--- src/uec_pkg.sv ---
package uec_pkg;
  // I/O register addresses
  localparam logic [7:0] ADDR_CTL_MODE = 8'h12;
  localparam logic [7:0] ADDR_DATA_MODE = 8'h14;
  localparam logic [7:0] ADDR_LINE_CTL = 8'h1F;
  localparam logic [7:0] RST_VAL = 8'h00;

  // Field positions
  localparam int BIT_BUS_ACT = 3;
  localparam int BIT_SETUP = 7;
  localparam int BIT_STALL = 7;
  localparam int BIT_IN = 6;
  localparam int BIT_OUT = 5;
  localparam int BIT_ACKED = 4;

  // Line forcing codes
  localparam logic [2:0] FRC_NONE = 3'h0;
  localparam logic [2:0] FRC_K = 3'h1;
  localparam logic [2:0] FRC_J = 3'h2;
  localparam logic [2:0] FRC_SE0 = 3'h3;

  // Endpoint modes
  localparam logic [3:0] MODE_DISABLE = 4'h0;
  localparam logic [3:0] MODE_NAK_INOUT = 4'h1;
  localparam logic [3:0] MODE_STATUS_OUT = 4'h2;
  localparam logic [3:0] MODE_STALL_INOUT = 4'h3;
  localparam logic [3:0] MODE_IGN_INOUT = 4'h4;
  localparam logic [3:0] MODE_RSV5 = 4'h5;
  localparam logic [3:0] MODE_STATUS_IN = 4'h6;
  localparam logic [3:0] MODE_RSV7 = 4'h7;
  localparam logic [3:0] MODE_NAK_OUT = 4'h8;
  localparam logic [3:0] MODE_ACK_OUT = 4'h9;
  localparam logic [3:0] MODE_NAK_OUT_ST_IN = 4'hA;
  localparam logic [3:0] MODE_ACK_OUT_NAK_IN = 4'hB;
  localparam logic [3:0] MODE_NAK_IN = 4'hC;
  localparam logic [3:0] MODE_ACK_IN = 4'hD;
  localparam logic [3:0] MODE_NAK_IN_ST_OUT = 4'hE;
  localparam logic [3:0] MODE_ACK_IN_ST_OUT = 4'hF;

  // Token kinds
  localparam logic [1:0] PID_SETUP = 2'h0;
  localparam logic [1:0] PID_IN = 2'h1;
  localparam logic [1:0] PID_OUT = 2'h2;

  // Responses to a token
  localparam logic [2:0] RSP_IGNORE = 3'h0;
  localparam logic [2:0] RSP_ACK = 3'h1;
  localparam logic [2:0] RSP_NAK = 3'h2;
  localparam logic [2:0] RSP_STALL = 3'h3;
  localparam logic [2:0] RSP_TX0 = 3'h4;
  localparam logic [2:0] RSP_TXCNT = 3'h5;
  localparam logic [2:0] RSP_CHECK = 3'h6;

  // FIFO windows in data RAM
  localparam logic [7:0] DATA_FIFO_BASE = 8'hF0;
  localparam logic [7:0] CTL_FIFO_BASE = 8'hF8;
  localparam logic [7:0] FIFO_WIN_MASK = 8'hF0;
  localparam int FIFO_BYTES = 8;
  localparam int FIFO_ENTRIES = 16;
endpackage

--- src/uec_fifo_if.sv ---
`timescale 1ns/1ps
interface uec_fifo_if;
  logic cpu_we;
  logic [3:0] cpu_idx;
  logic [7:0] cpu_wdata;
  logic [7:0] cpu_rdata;
  logic sie_we;
  logic [3:0] sie_idx;
  logic [7:0] sie_wdata;
  logic [7:0] sie_rdata;
  modport ctl (
    output cpu_we, cpu_idx, cpu_wdata, sie_we, sie_idx, sie_wdata,
    input cpu_rdata, sie_rdata
  );
  modport store (
    input cpu_we, cpu_idx, cpu_wdata, sie_we, sie_idx, sie_wdata,
    output cpu_rdata, sie_rdata
  );
endinterface

--- src/uec_fifo_store.sv ---
`timescale 1ns/1ps
module uec_fifo_store (
  input wire logic mclk_i,
  input wire logic rst_n_i,
  uec_fifo_if.store fif
);
  logic [7:0] mem_r [uec_pkg::FIFO_ENTRIES];

  // Entries 0..7 serve the control endpoint, 8..15 the data endpoint
  genvar gi;
  generate
    for (gi = 0; gi < uec_pkg::FIFO_ENTRIES; gi++) begin : g_ent
      always_ff @(posedge mclk_i) begin
        if (!rst_n_i) begin
          mem_r[gi] <= uec_pkg::RST_VAL;
        end else if (fif.sie_we && fif.sie_idx == 4'(gi)) begin
          // Engine wins a same-byte collision: line data cannot wait
          mem_r[gi] <= fif.sie_wdata;
        end else if (fif.cpu_we && fif.cpu_idx == 4'(gi)) begin
          mem_r[gi] <= fif.cpu_wdata;
        end
      end
    end
  endgenerate

  assign fif.cpu_rdata = mem_r[fif.cpu_idx];
  assign fif.sie_rdata = mem_r[fif.sie_idx];
endmodule

--- src/uec_ep_ctl.sv ---
`timescale 1ns/1ps
module uec_ep_ctl (
  input wire logic mclk_i,
  input wire logic rst_n_i,
  input wire logic [7:0] io_addr_i,
  input wire logic io_wr_i,
  input wire logic io_rd_i,
  input wire logic [7:0] io_wdata_i,
  output logic [7:0] io_rdata_o,
  input wire logic ram_we_i,
  input wire logic [7:0] ram_addr_i,
  input wire logic [7:0] ram_wdata_i,
  output logic [7:0] ram_rdata_o,
  input wire logic bus_activity_i,
  input wire logic tok_valid_i,
  input wire logic tok_ep_i,
  input wire logic [1:0] tok_pid_i,
  output logic resp_valid_o,
  output logic [2:0] resp_o,
  input wire logic xact_done_i,
  input wire logic xact_ack_i,
  input wire logic sie_fifo_we_i,
  input wire logic [3:0] sie_fifo_idx_i,
  input wire logic [7:0] sie_fifo_wdata_i,
  output logic [7:0] sie_fifo_rdata_o,
  input wire logic sie_dp_i,
  input wire logic sie_dm_i,
  input wire logic sie_oe_i,
  output logic dp_o,
  output logic dp_oe_o,
  output logic dm_o,
  output logic dm_oe_o
);
  logic bus_act_r;
  logic [2:0] force_r;
  logic ctl_setup_r, ctl_in_r, ctl_out_r, ctl_ack_r;
  logic [3:0] ctl_mode_r;
  logic data_stall_r, data_in_r, data_out_r, data_ack_r;
  logic [3:0] data_mode_r;
  logic tok_ep_r;
  logic [1:0] tok_pid_r;
  logic ctl_busy_r;
  logic wr_line, wr_ctl, wr_data, ctl_wr_ok;
  logic done_ack, done_ctl, done_data, ram_hit;
  logic [3:0] cur_mode, ctl_mode_nxt, data_mode_nxt;
  logic [2:0] resp_nxt;

  uec_fifo_if fif ();

  uec_fifo_store u_store (
    .mclk_i (mclk_i),
    .rst_n_i (rst_n_i),
    .fif (fif)
  );

  assign wr_line = io_wr_i && io_addr_i == uec_pkg::ADDR_LINE_CTL;
  assign wr_ctl = io_wr_i && io_addr_i == uec_pkg::ADDR_CTL_MODE;
  assign wr_data = io_wr_i && io_addr_i == uec_pkg::ADDR_DATA_MODE;
  // Locked while a control transaction is in flight, so firmware cannot
  // wipe a SETUP flag the engine is about to raise
  assign ctl_wr_ok = wr_ctl && !ctl_busy_r;
  assign done_ack = xact_done_i && xact_ack_i;
  assign done_ctl = xact_done_i && !tok_ep_r;
  assign done_data = xact_done_i && tok_ep_r;
  assign ram_hit = (ram_addr_i & uec_pkg::FIFO_WIN_MASK) == uec_pkg::DATA_FIFO_BASE;

  // FIFO access: RAM F0-F7 maps to entries 8..15 (data endpoint)
  assign fif.cpu_idx = {~ram_addr_i[3], ram_addr_i[2:0]};
  assign fif.cpu_wdata = ram_wdata_i;
  assign fif.cpu_we = ram_we_i && ram_hit && (ram_addr_i[3] == 1'b0 || !ctl_setup_r);
  assign fif.sie_we = sie_fifo_we_i;
  assign fif.sie_idx = sie_fifo_idx_i;
  assign fif.sie_wdata = sie_fifo_wdata_i;

  // Bus activity flag: set wins over the clearing write
  always_ff @(posedge mclk_i) begin
    if (!rst_n_i) begin
      bus_act_r <= 1'b0;
    end else if (bus_activity_i) begin
      bus_act_r <= 1'b1;
    end else if (wr_line && !io_wdata_i[uec_pkg::BIT_BUS_ACT]) begin
      bus_act_r <= 1'b0;
    end
  end

  always_ff @(posedge mclk_i) begin
    if (!rst_n_i) begin
      force_r <= uec_pkg::FRC_NONE;
    end else if (wr_line) begin
      force_r <= io_wdata_i[2:0];
    end
  end

  // Line driver
  always_ff @(posedge mclk_i) begin
    if (!rst_n_i) begin
      dp_o <= 1'b0;
      dm_o <= 1'b0;
      dp_oe_o <= 1'b0;
      dm_oe_o <= 1'b0;
    end else if (force_r == uec_pkg::FRC_NONE) begin
      dp_o <= sie_dp_i;
      dm_o <= sie_dm_i;
      dp_oe_o <= sie_oe_i;
      dm_oe_o <= sie_oe_i;
    end else if (!force_r[2]) begin
      dp_o <= force_r == uec_pkg::FRC_K;
      dm_o <= force_r == uec_pkg::FRC_J;
      dp_oe_o <= 1'b1;
      dm_oe_o <= 1'b1;
    end else begin
      // Open-drain: only ever pull low, release by dropping the enable
      dp_o <= 1'b0;
      dm_o <= 1'b0;
      dp_oe_o <= ~force_r[0];
      dm_oe_o <= ~force_r[1];
    end
  end

  // Token capture and control endpoint lock
  always_ff @(posedge mclk_i) begin
    if (!rst_n_i) begin
      tok_ep_r <= 1'b0;
      tok_pid_r <= uec_pkg::PID_SETUP;
      ctl_busy_r <= 1'b0;
    end else begin
      if (tok_valid_i) begin
        tok_ep_r <= tok_ep_i;
        tok_pid_r <= tok_pid_i;
      end
      if (tok_valid_i && !tok_ep_i) begin
        ctl_busy_r <= 1'b1;
      end else if (xact_done_i) begin
        ctl_busy_r <= 1'b0;
      end
    end
  end

  // Token response from the mode table
  always_comb begin
    cur_mode = tok_ep_i ? data_mode_r : ctl_mode_r;
    resp_nxt = uec_pkg::RSP_IGNORE;
    unique case (cur_mode)
      uec_pkg::MODE_DISABLE: resp_nxt = uec_pkg::RSP_IGNORE;
      uec_pkg::MODE_NAK_INOUT: resp_nxt = (tok_pid_i == uec_pkg::PID_SETUP) ?
                                uec_pkg::RSP_ACK : uec_pkg::RSP_NAK;
      uec_pkg::MODE_STATUS_OUT: resp_nxt = (tok_pid_i == uec_pkg::PID_SETUP) ?
                                 uec_pkg::RSP_ACK : (tok_pid_i == uec_pkg::PID_IN) ?
                                 uec_pkg::RSP_STALL : uec_pkg::RSP_CHECK;
      uec_pkg::MODE_STALL_INOUT: resp_nxt = (tok_pid_i == uec_pkg::PID_SETUP) ?
                                  uec_pkg::RSP_ACK : uec_pkg::RSP_STALL;
      uec_pkg::MODE_IGN_INOUT: resp_nxt = (tok_pid_i == uec_pkg::PID_SETUP) ?
                                uec_pkg::RSP_ACK : uec_pkg::RSP_IGNORE;
      uec_pkg::MODE_RSV5: resp_nxt = (tok_pid_i == uec_pkg::PID_OUT) ?
                           uec_pkg::RSP_ACK : uec_pkg::RSP_IGNORE;
      uec_pkg::MODE_STATUS_IN: resp_nxt = (tok_pid_i == uec_pkg::PID_SETUP) ?
                                uec_pkg::RSP_ACK : (tok_pid_i == uec_pkg::PID_IN) ?
                                uec_pkg::RSP_TX0 : uec_pkg::RSP_STALL;
      uec_pkg::MODE_RSV7: resp_nxt = (tok_pid_i == uec_pkg::PID_IN) ?
                           uec_pkg::RSP_TXCNT : uec_pkg::RSP_IGNORE;
      uec_pkg::MODE_NAK_OUT: resp_nxt = (tok_pid_i == uec_pkg::PID_OUT) ?
                              uec_pkg::RSP_NAK : uec_pkg::RSP_IGNORE;
      uec_pkg::MODE_ACK_OUT: resp_nxt = (tok_pid_i != uec_pkg::PID_OUT) ?
                              uec_pkg::RSP_IGNORE : (tok_ep_i && data_stall_r) ?
                              uec_pkg::RSP_STALL : uec_pkg::RSP_ACK;
      uec_pkg::MODE_NAK_OUT_ST_IN: resp_nxt = (tok_pid_i == uec_pkg::PID_SETUP) ?
                                    uec_pkg::RSP_ACK : (tok_pid_i == uec_pkg::PID_IN) ?
                                    uec_pkg::RSP_TX0 : uec_pkg::RSP_NAK;
      uec_pkg::MODE_ACK_OUT_NAK_IN: resp_nxt = (tok_pid_i == uec_pkg::PID_IN) ?
                                     uec_pkg::RSP_NAK : uec_pkg::RSP_ACK;
      uec_pkg::MODE_NAK_IN: resp_nxt = (tok_pid_i == uec_pkg::PID_IN) ?
                             uec_pkg::RSP_NAK : uec_pkg::RSP_IGNORE;
      uec_pkg::MODE_ACK_IN: resp_nxt = (tok_pid_i != uec_pkg::PID_IN) ?
                             uec_pkg::RSP_IGNORE : (tok_ep_i && data_stall_r) ?
                             uec_pkg::RSP_STALL : uec_pkg::RSP_TXCNT;
      uec_pkg::MODE_NAK_IN_ST_OUT: resp_nxt = (tok_pid_i == uec_pkg::PID_SETUP) ?
                                    uec_pkg::RSP_ACK : (tok_pid_i == uec_pkg::PID_IN) ?
                                    uec_pkg::RSP_NAK : uec_pkg::RSP_CHECK;
      uec_pkg::MODE_ACK_IN_ST_OUT: resp_nxt = (tok_pid_i == uec_pkg::PID_SETUP) ?
                                    uec_pkg::RSP_ACK : (tok_pid_i == uec_pkg::PID_IN) ?
                                    uec_pkg::RSP_TXCNT : uec_pkg::RSP_CHECK;
    endcase
  end

  always_ff @(posedge mclk_i) begin
    if (!rst_n_i) begin
      resp_valid_o <= 1'b0;
      resp_o <= uec_pkg::RSP_IGNORE;
    end else begin
      resp_valid_o <= tok_valid_i;
      if (tok_valid_i) begin
        resp_o <= resp_nxt;
      end
    end
  end

  // Automatic mode changes after an ACK handshake
  function automatic logic [3:0] auto_mode(input logic [3:0] m, input logic [1:0] pid,
                                           input logic is_ctl);
    logic [3:0] r;
    r = m;
    if (pid == uec_pkg::PID_SETUP && is_ctl && m != uec_pkg::MODE_DISABLE) begin
      r = uec_pkg::MODE_NAK_INOUT;
    end else if (pid == uec_pkg::PID_OUT && m == uec_pkg::MODE_ACK_OUT_NAK_IN) begin
      r = uec_pkg::MODE_NAK_INOUT;
    end else if (pid == uec_pkg::PID_OUT && m == uec_pkg::MODE_ACK_OUT) begin
      r = uec_pkg::MODE_NAK_OUT;
    end else if (pid == uec_pkg::PID_IN && m == uec_pkg::MODE_ACK_IN) begin
      r = uec_pkg::MODE_NAK_IN;
    end else if (pid == uec_pkg::PID_IN && m == uec_pkg::MODE_ACK_IN_ST_OUT) begin
      r = uec_pkg::MODE_NAK_IN_ST_OUT;
    end
    return r;
  endfunction

  assign ctl_mode_nxt = auto_mode(ctl_mode_r, tok_pid_r, 1'b1);
  assign data_mode_nxt = auto_mode(data_mode_r, tok_pid_r, 1'b0);

  // Control endpoint mode register; engine updates beat firmware writes
  always_ff @(posedge mclk_i) begin
    if (!rst_n_i) begin
      ctl_setup_r <= 1'b0;
      ctl_in_r <= 1'b0;
      ctl_out_r <= 1'b0;
      ctl_ack_r <= 1'b0;
      ctl_mode_r <= uec_pkg::MODE_DISABLE;
    end else begin
      if (ctl_wr_ok) begin
        ctl_setup_r <= 1'b0;
        ctl_in_r <= 1'b0;
        ctl_out_r <= 1'b0;
        ctl_ack_r <= io_wdata_i[uec_pkg::BIT_ACKED];
        ctl_mode_r <= io_wdata_i[3:0];
      end
      if (done_ctl && done_ack) begin
        ctl_ack_r <= 1'b1;
        ctl_mode_r <= ctl_mode_nxt;
        if (tok_pid_r == uec_pkg::PID_SETUP) begin
          ctl_setup_r <= 1'b1;
        end
      end
      if (done_ctl && tok_pid_r == uec_pkg::PID_IN) begin
        ctl_in_r <= 1'b1;
      end
      if (done_ctl && tok_pid_r == uec_pkg::PID_OUT) begin
        ctl_out_r <= 1'b1;
      end
    end
  end

  // Data endpoint mode register; writes are never locked, but engine updates beat them
  always_ff @(posedge mclk_i) begin
    if (!rst_n_i) begin
      data_stall_r <= 1'b0;
      data_in_r <= 1'b0;
      data_out_r <= 1'b0;
      data_ack_r <= 1'b0;
      data_mode_r <= uec_pkg::MODE_DISABLE;
    end else begin
      if (wr_data) begin
        data_stall_r <= io_wdata_i[uec_pkg::BIT_STALL];
        data_in_r <= 1'b0;
        data_out_r <= 1'b0;
        data_ack_r <= io_wdata_i[uec_pkg::BIT_ACKED];
        data_mode_r <= io_wdata_i[3:0];
      end
      if (done_data && done_ack) begin
        data_ack_r <= 1'b1;
        data_mode_r <= data_mode_nxt;
      end
      if (done_data && tok_pid_r == uec_pkg::PID_IN) begin
        data_in_r <= 1'b1;
      end
      if (done_data && tok_pid_r == uec_pkg::PID_OUT) begin
        data_out_r <= 1'b1;
      end
    end
  end

  // Read paths; in/out flags of the data endpoint are internal only
  always_ff @(posedge mclk_i) begin
    if (!rst_n_i) begin
      io_rdata_o <= uec_pkg::RST_VAL;
      ram_rdata_o <= uec_pkg::RST_VAL;
      sie_fifo_rdata_o <= uec_pkg::RST_VAL;
    end else begin
      sie_fifo_rdata_o <= fif.sie_rdata;
      ram_rdata_o <= ram_hit ? fif.cpu_rdata : uec_pkg::RST_VAL;
      if (io_rd_i) begin
        unique case (io_addr_i)
          uec_pkg::ADDR_LINE_CTL: io_rdata_o <= {4'h0, bus_act_r, force_r};
          uec_pkg::ADDR_CTL_MODE: io_rdata_o <= {ctl_setup_r, ctl_in_r, ctl_out_r,
                                                 ctl_ack_r, ctl_mode_r};
          uec_pkg::ADDR_DATA_MODE: io_rdata_o <= {data_stall_r, 2'h0, data_ack_r,
                                                  data_mode_r};
          default: io_rdata_o <= uec_pkg::RST_VAL;
        endcase
      end
    end
  end
endmodule

--- config.mk ---
export PLATFORM = sky130hd
export DESIGN_NAME = uec_ep_ctl
export DESIGN_NICKNAME = d
export VERILOG_FILES = /design/src/uec_pkg.sv /design/src/uec_fifo_if.sv /design/src/uec_fifo_store.sv /design/src/uec_ep_ctl.sv
export SDC_FILE = /design/constraint.sdc
export NUM_CORES = 1
export LEC_CHECK = 0
export BUFFER_PORTS_ARGS = -buffer_cell sky130_fd_sc_hd__buf_4
export CORE_MARGIN = 2
export CORE_UTILIZATION = 45
export CTS_CLUSTER_SIZE = 8
export DETAILED_ROUTE_END_ITERATION = 8
export PLACE_DENSITY = 0.6
export SLEW_MARGIN = 20
export SYNTH_ARGS = -nofsm -noshare
export SYNTH_HDL_FRONTEND = slang
export SYNTH_SLANG_ARGS = --single-unit
--- constraint.sdc ---
create_clock -name mclk_i -period 2.4 [get_ports mclk_i]
set_clock_uncertainty 0.05 [all_clocks]
set_input_delay 0.36 -clock mclk_i [delete_from_list [all_inputs] [get_ports mclk_i]]
set_output_delay 0.36 -clock mclk_i [all_outputs]
set_load 0.02 [all_outputs]
Word level (Yosys, flattened, before mapping)
Memory sizes are Yosys's and may differ from the RTL's. A register that Yosys moved wholly into a read port is not among the register bits.
Cells that the tools add are included.

operators by class
  muxes and demuxes = 205
  equal/unequal tests = 67
  bitwise operators = 35
  reduce and logical (&&, ||, !) cells = 81

operators with widths
  operator            number
  $mux 8              32
  $mux 1              137
  $eq 4x4->1 const B  33
  $logic_and 1x1->1   57
  $mux 4              14
  $eq 4x3->1 const B  12
  $pmux 3 s16         1
  $mux 3              12
  $or 1x1->1          32
  $eq 4x2->1 const B  6
  $eq 8x5->1 const B  3
  $pmux 8 s3          1
  $mux 2              8
  $eq 4x1->1 const B  3
  $logic_not 4->1     3
  $reduce_bool 2->1   6
  $logic_not 1->1     7
  $ne 6x6->1 const B  1
  $reduce_and 2->1    3
  $ne 5x5->1 const B  1
  $eq 2x1->1 const B  2
  $eq 2x2->1 const B  2
  $logic_not 2->1     2
  $reduce_bool 4->1   1
  other kinds (7)     9

word-level totals
  output and inout bits = 32
  memories kept = 1
  bits in writable memories = 128
  input port bits = 60
  register bits = 38

memory list
  name           words  width  rd ports  clocked after Yosys merged registers in  wr ports  RTL line             source
  u_store.mem_r  16     8      2         2                                        16        uec_fifo_store.sv:7  logic [7:0] mem_r [uec_pkg::FIFO_ENTRIES];

Longest topological paths before layout
  depth after elaboration = 9
  mapped depth = 7
  mapped depth without buffers = 5

Cells and area by module
From an unflattened synthesis, not the netlist that was laid out.

second synthesis, totals
  cells, all modules = 850
  area, all modules = 10501.3 sq um

by module, submodules not included
  module          cells an instance  instances  seq. area each (sq um)  area an instance (sq um)
  uec_fifo_store  544                1          3843.7                  7850.0
  uec_ep_ctl      306                1          1081.0                  2651.3

Least setup slack after synthesis
OpenSTA, ideal clock, no wires.

  kind = in2reg
  start = input ram_addr_i[6]
  end = memory u_store.mem_r[0][0] (enable)
  slack = 199 ps
  setup time = 328 ps
  arrival = 1823 ps
  path buffers = 0
  stages on the path = 5
  required time = 2022 ps
  cells stage by stage = and4_1 nand2_1 or4b_4 nor3_4 or3b_1

RTL lines
  item         RTL line             source
  from (decl)  uec_ep_ctl.sv:11     input wire logic [7:0] ram_addr_i,
  to (decl)    uec_fifo_store.sv:7

==> flow_metrics.tcl <==
set metrics [dict create \
    powerDensity_nw_per_um2 618 \
    synth_cell_type_count 69 \
    crit_slowest_cell "or4b_4" \
    min-delay-path-class "primary input to flop" \
    routabilityCongestion 0.926 \
    hold_ws_ps 148 \
    async_flop_share_pct 0 \
    antenna_found_initial 1 \
    synthTopCellsByCount "129 x a22o_1, 128 x edfxtp_1, 54 x dfxtp_1, 52 x mux4_2, 51 x clkbuf_1" \
    drv_cap 0 \
    synth_cells 809 \
    numCtsBuffers 17 \
    path_clk_slew_ps 70 \
    synth_area_leaders "edfxtp_1 36%, mux4_2 11%, a22o_1 11%" \
    worstSetupPathType "flop to flop" \
    rsz0062_at_grt "false" \
    cts-root-buf "clkbuf_16" \
    ir_worst_vdd_mv 0.368 \
    yosysSeqAreaShare_pct 46.6 \
    worstPathMaxFanout 8 \
    drc_errors 0 \
    hold_viol 0 \
    cpPeakStageDelay_ps 620 \
    grt_usage_pct 27.5 \
    clock.fmax_ghz 0.504 \
    synth_area_per_cell_um2 13.1 \
    post_drt_wl_per_cell_um 27.6 \
    setup_viol 0 \
    outcome "finished, final reports clean" \
    dieArea_um2 24700 \
    ant_nets 0 \
    grt_max_degree 42 \
    cts_tree "built" \
    via_per_inst 6.63 \
    clock_sinks 182 \
    clock_latency_ps 440 \
    cts_max_level 4 \
    via_count 8062 \
    die_y_um 157 \
    max-slew-margin-rel_pct 47.6 \
    io_pins 92 \
    initial_core_util_pct 45.5 \
    drive_gt1_share_pct 28.2 \
    synthToLayoutAreaGrowth_pct 16.5 \
    grt_overflow 0 \
    grt_pass1_wl_um 49000 \
    synth-main-ff-cell "edfxtp_1" \
    cp_cell_sequence "or4b_4, nor3_4, or3b_2" \
    dpl.hpwl_um 23900 \
    drt-total-wl_um 33500 \
    cp.arrival_ps 2030 \
    first_pass_iters 5 \
    post-synth-top-count-cell "a22o_1" \
    initialDrtViolationCount 629 \
    start_kind "flop" \
    yosys_warnings 0 \
    io_buffers 89 \
    tightest_slew_ps 784 \
    fillers 2007 \
    cts_hold_buffers 0 \
    syn_nets 869 \
    cp-end-kind "flop" \
    postCtsSetupBuffers 0 \
    slew_violations 0 \
    yosysTopAreaCellShare_pct 36.3 \
    setup_tns_ps 0 \
    fin_crit_sh_pct 82.7 \
    core_area_um2 23300 \
    layout.nets 944 \
    period_needed_ps 1980 \
    p_leak_nw 4.35 \
    crit_required_ps 2450 \
    synth_seq_cells 182 \
    synth_edf_count 128 \
    fp-row-count 56 \
    die_x_um 157 \
    clockBufferDepth 2 \
    synth_area_leader_cell "edfxtp_1" \
    grt_pass1_vias 7960 \
    cts_resized 0 \
    synthesis.area_um2 10600 \
]
-- logic make-up (layout without fill, tap and decap cells) --
kind of cell    count (synthesis)  after routing  synth area share, %
other cells                     0              1                    0
flops                         182            182                 46.6
xor+xnor                        1              1               0.0828
simple gates                  214            214                 12.9
compound gates                217            217                 16.9
buf+inv                       102            189                 4.26
mux                            93             93                 19.3
-- per-stage QoR --
step / area (um^2) / utilization [%] / setup WS (ps) / power, mW / instances
3_5_place_dp: 11700 / 50.3 / 47.9 / 4.73 / 1184
5_1_grt: 12300 / 53.0 / 362 / 7.81 / 1215
3_3_place_gp: 11700 / 50.3 / 78.3 / 4.70 / 1184
6_report: 12300 / 53.0 / 415 / 7.61 / 1216
2_1_floorplan: 10600 / - / 199 / 4.28 / 809
4_1_cts: 12300 / 53.0 / 454 / 7.62 / 1215
-- critical path, delay by kind of cell (launching register included) --
family / cells / cell delay [ps]
and+or+nand+nor: 3 / 1200
DFF: 1 / 410
-- area by class of cell --
class	instances	area, um^2	area share [%]
Antenna cell	1	2.50	0.0203
Clock buffer	17	425	3.45
Clock inverter	14	184	1.49
Inverter	17	63.8	0.518
Multi-Input combinational cell	525	5200	42.2
Sequential cell	182	4920	40.0
Tap cell	319	399	3.24
Timing Repair Buffer	141	1120	9.10
-- power by group --
part           total, mW  internal, mW  switching [mW]  leakage [nW]
registers           3.63          3.53           0.103          1.67
clock network       2.93          1.73            1.20         0.286
logic               1.05         0.475           0.575          2.40
-- path summary, 6_finish.rpt --
kind	start	endpoint	slack, ps	cells after the start
min reg2reg	bus_act_r	bus_act_r	440	2
max	ctl_setup_r	u_store.mem_r[2][5]	420	3
min	io_wdata_i[7]	data_stall_r	150	3
max reg2reg	ctl_setup_r	u_store.mem_r[2][5]	420	3
-- state kept, by name, indices dropped and copies added (netlist names), 3 cells and up --
register          count
ctl_mode_r            4
data_mode_r           4
force_r               3
io_rdata_o            8
ram_rdata_o           8
resp_o                3
sie_fifo_rdata_o      8
u_store.mem_r       128
-- metal layers --
layer,track usage [%],routed length [um],vias to the layer above,part of all wire [%]
met3,6.69,2910,77,8.7
met4,10.6,1190,0,3.5
met5,0,0,-,0
li1,-,-,3450,-
met2,46.8,16600,445,50
met1,33.8,12800,4090,38
-- layout by cell type (no fill, tap or decap), types with 17 or more instances in the layout --
cell type,instances
buf_4,136
a22o_1,129
edfxtp_1,128
dfxtp_1,54
mux4_2,52
nor2_1,39
nand2_1,32
mux4_1,28
nor2b_1,24
nand2b_1,17
inv_1,17
and2_1,17
clkbuf_16,17
Note: power is estimated with default switching activity, not from simulation.
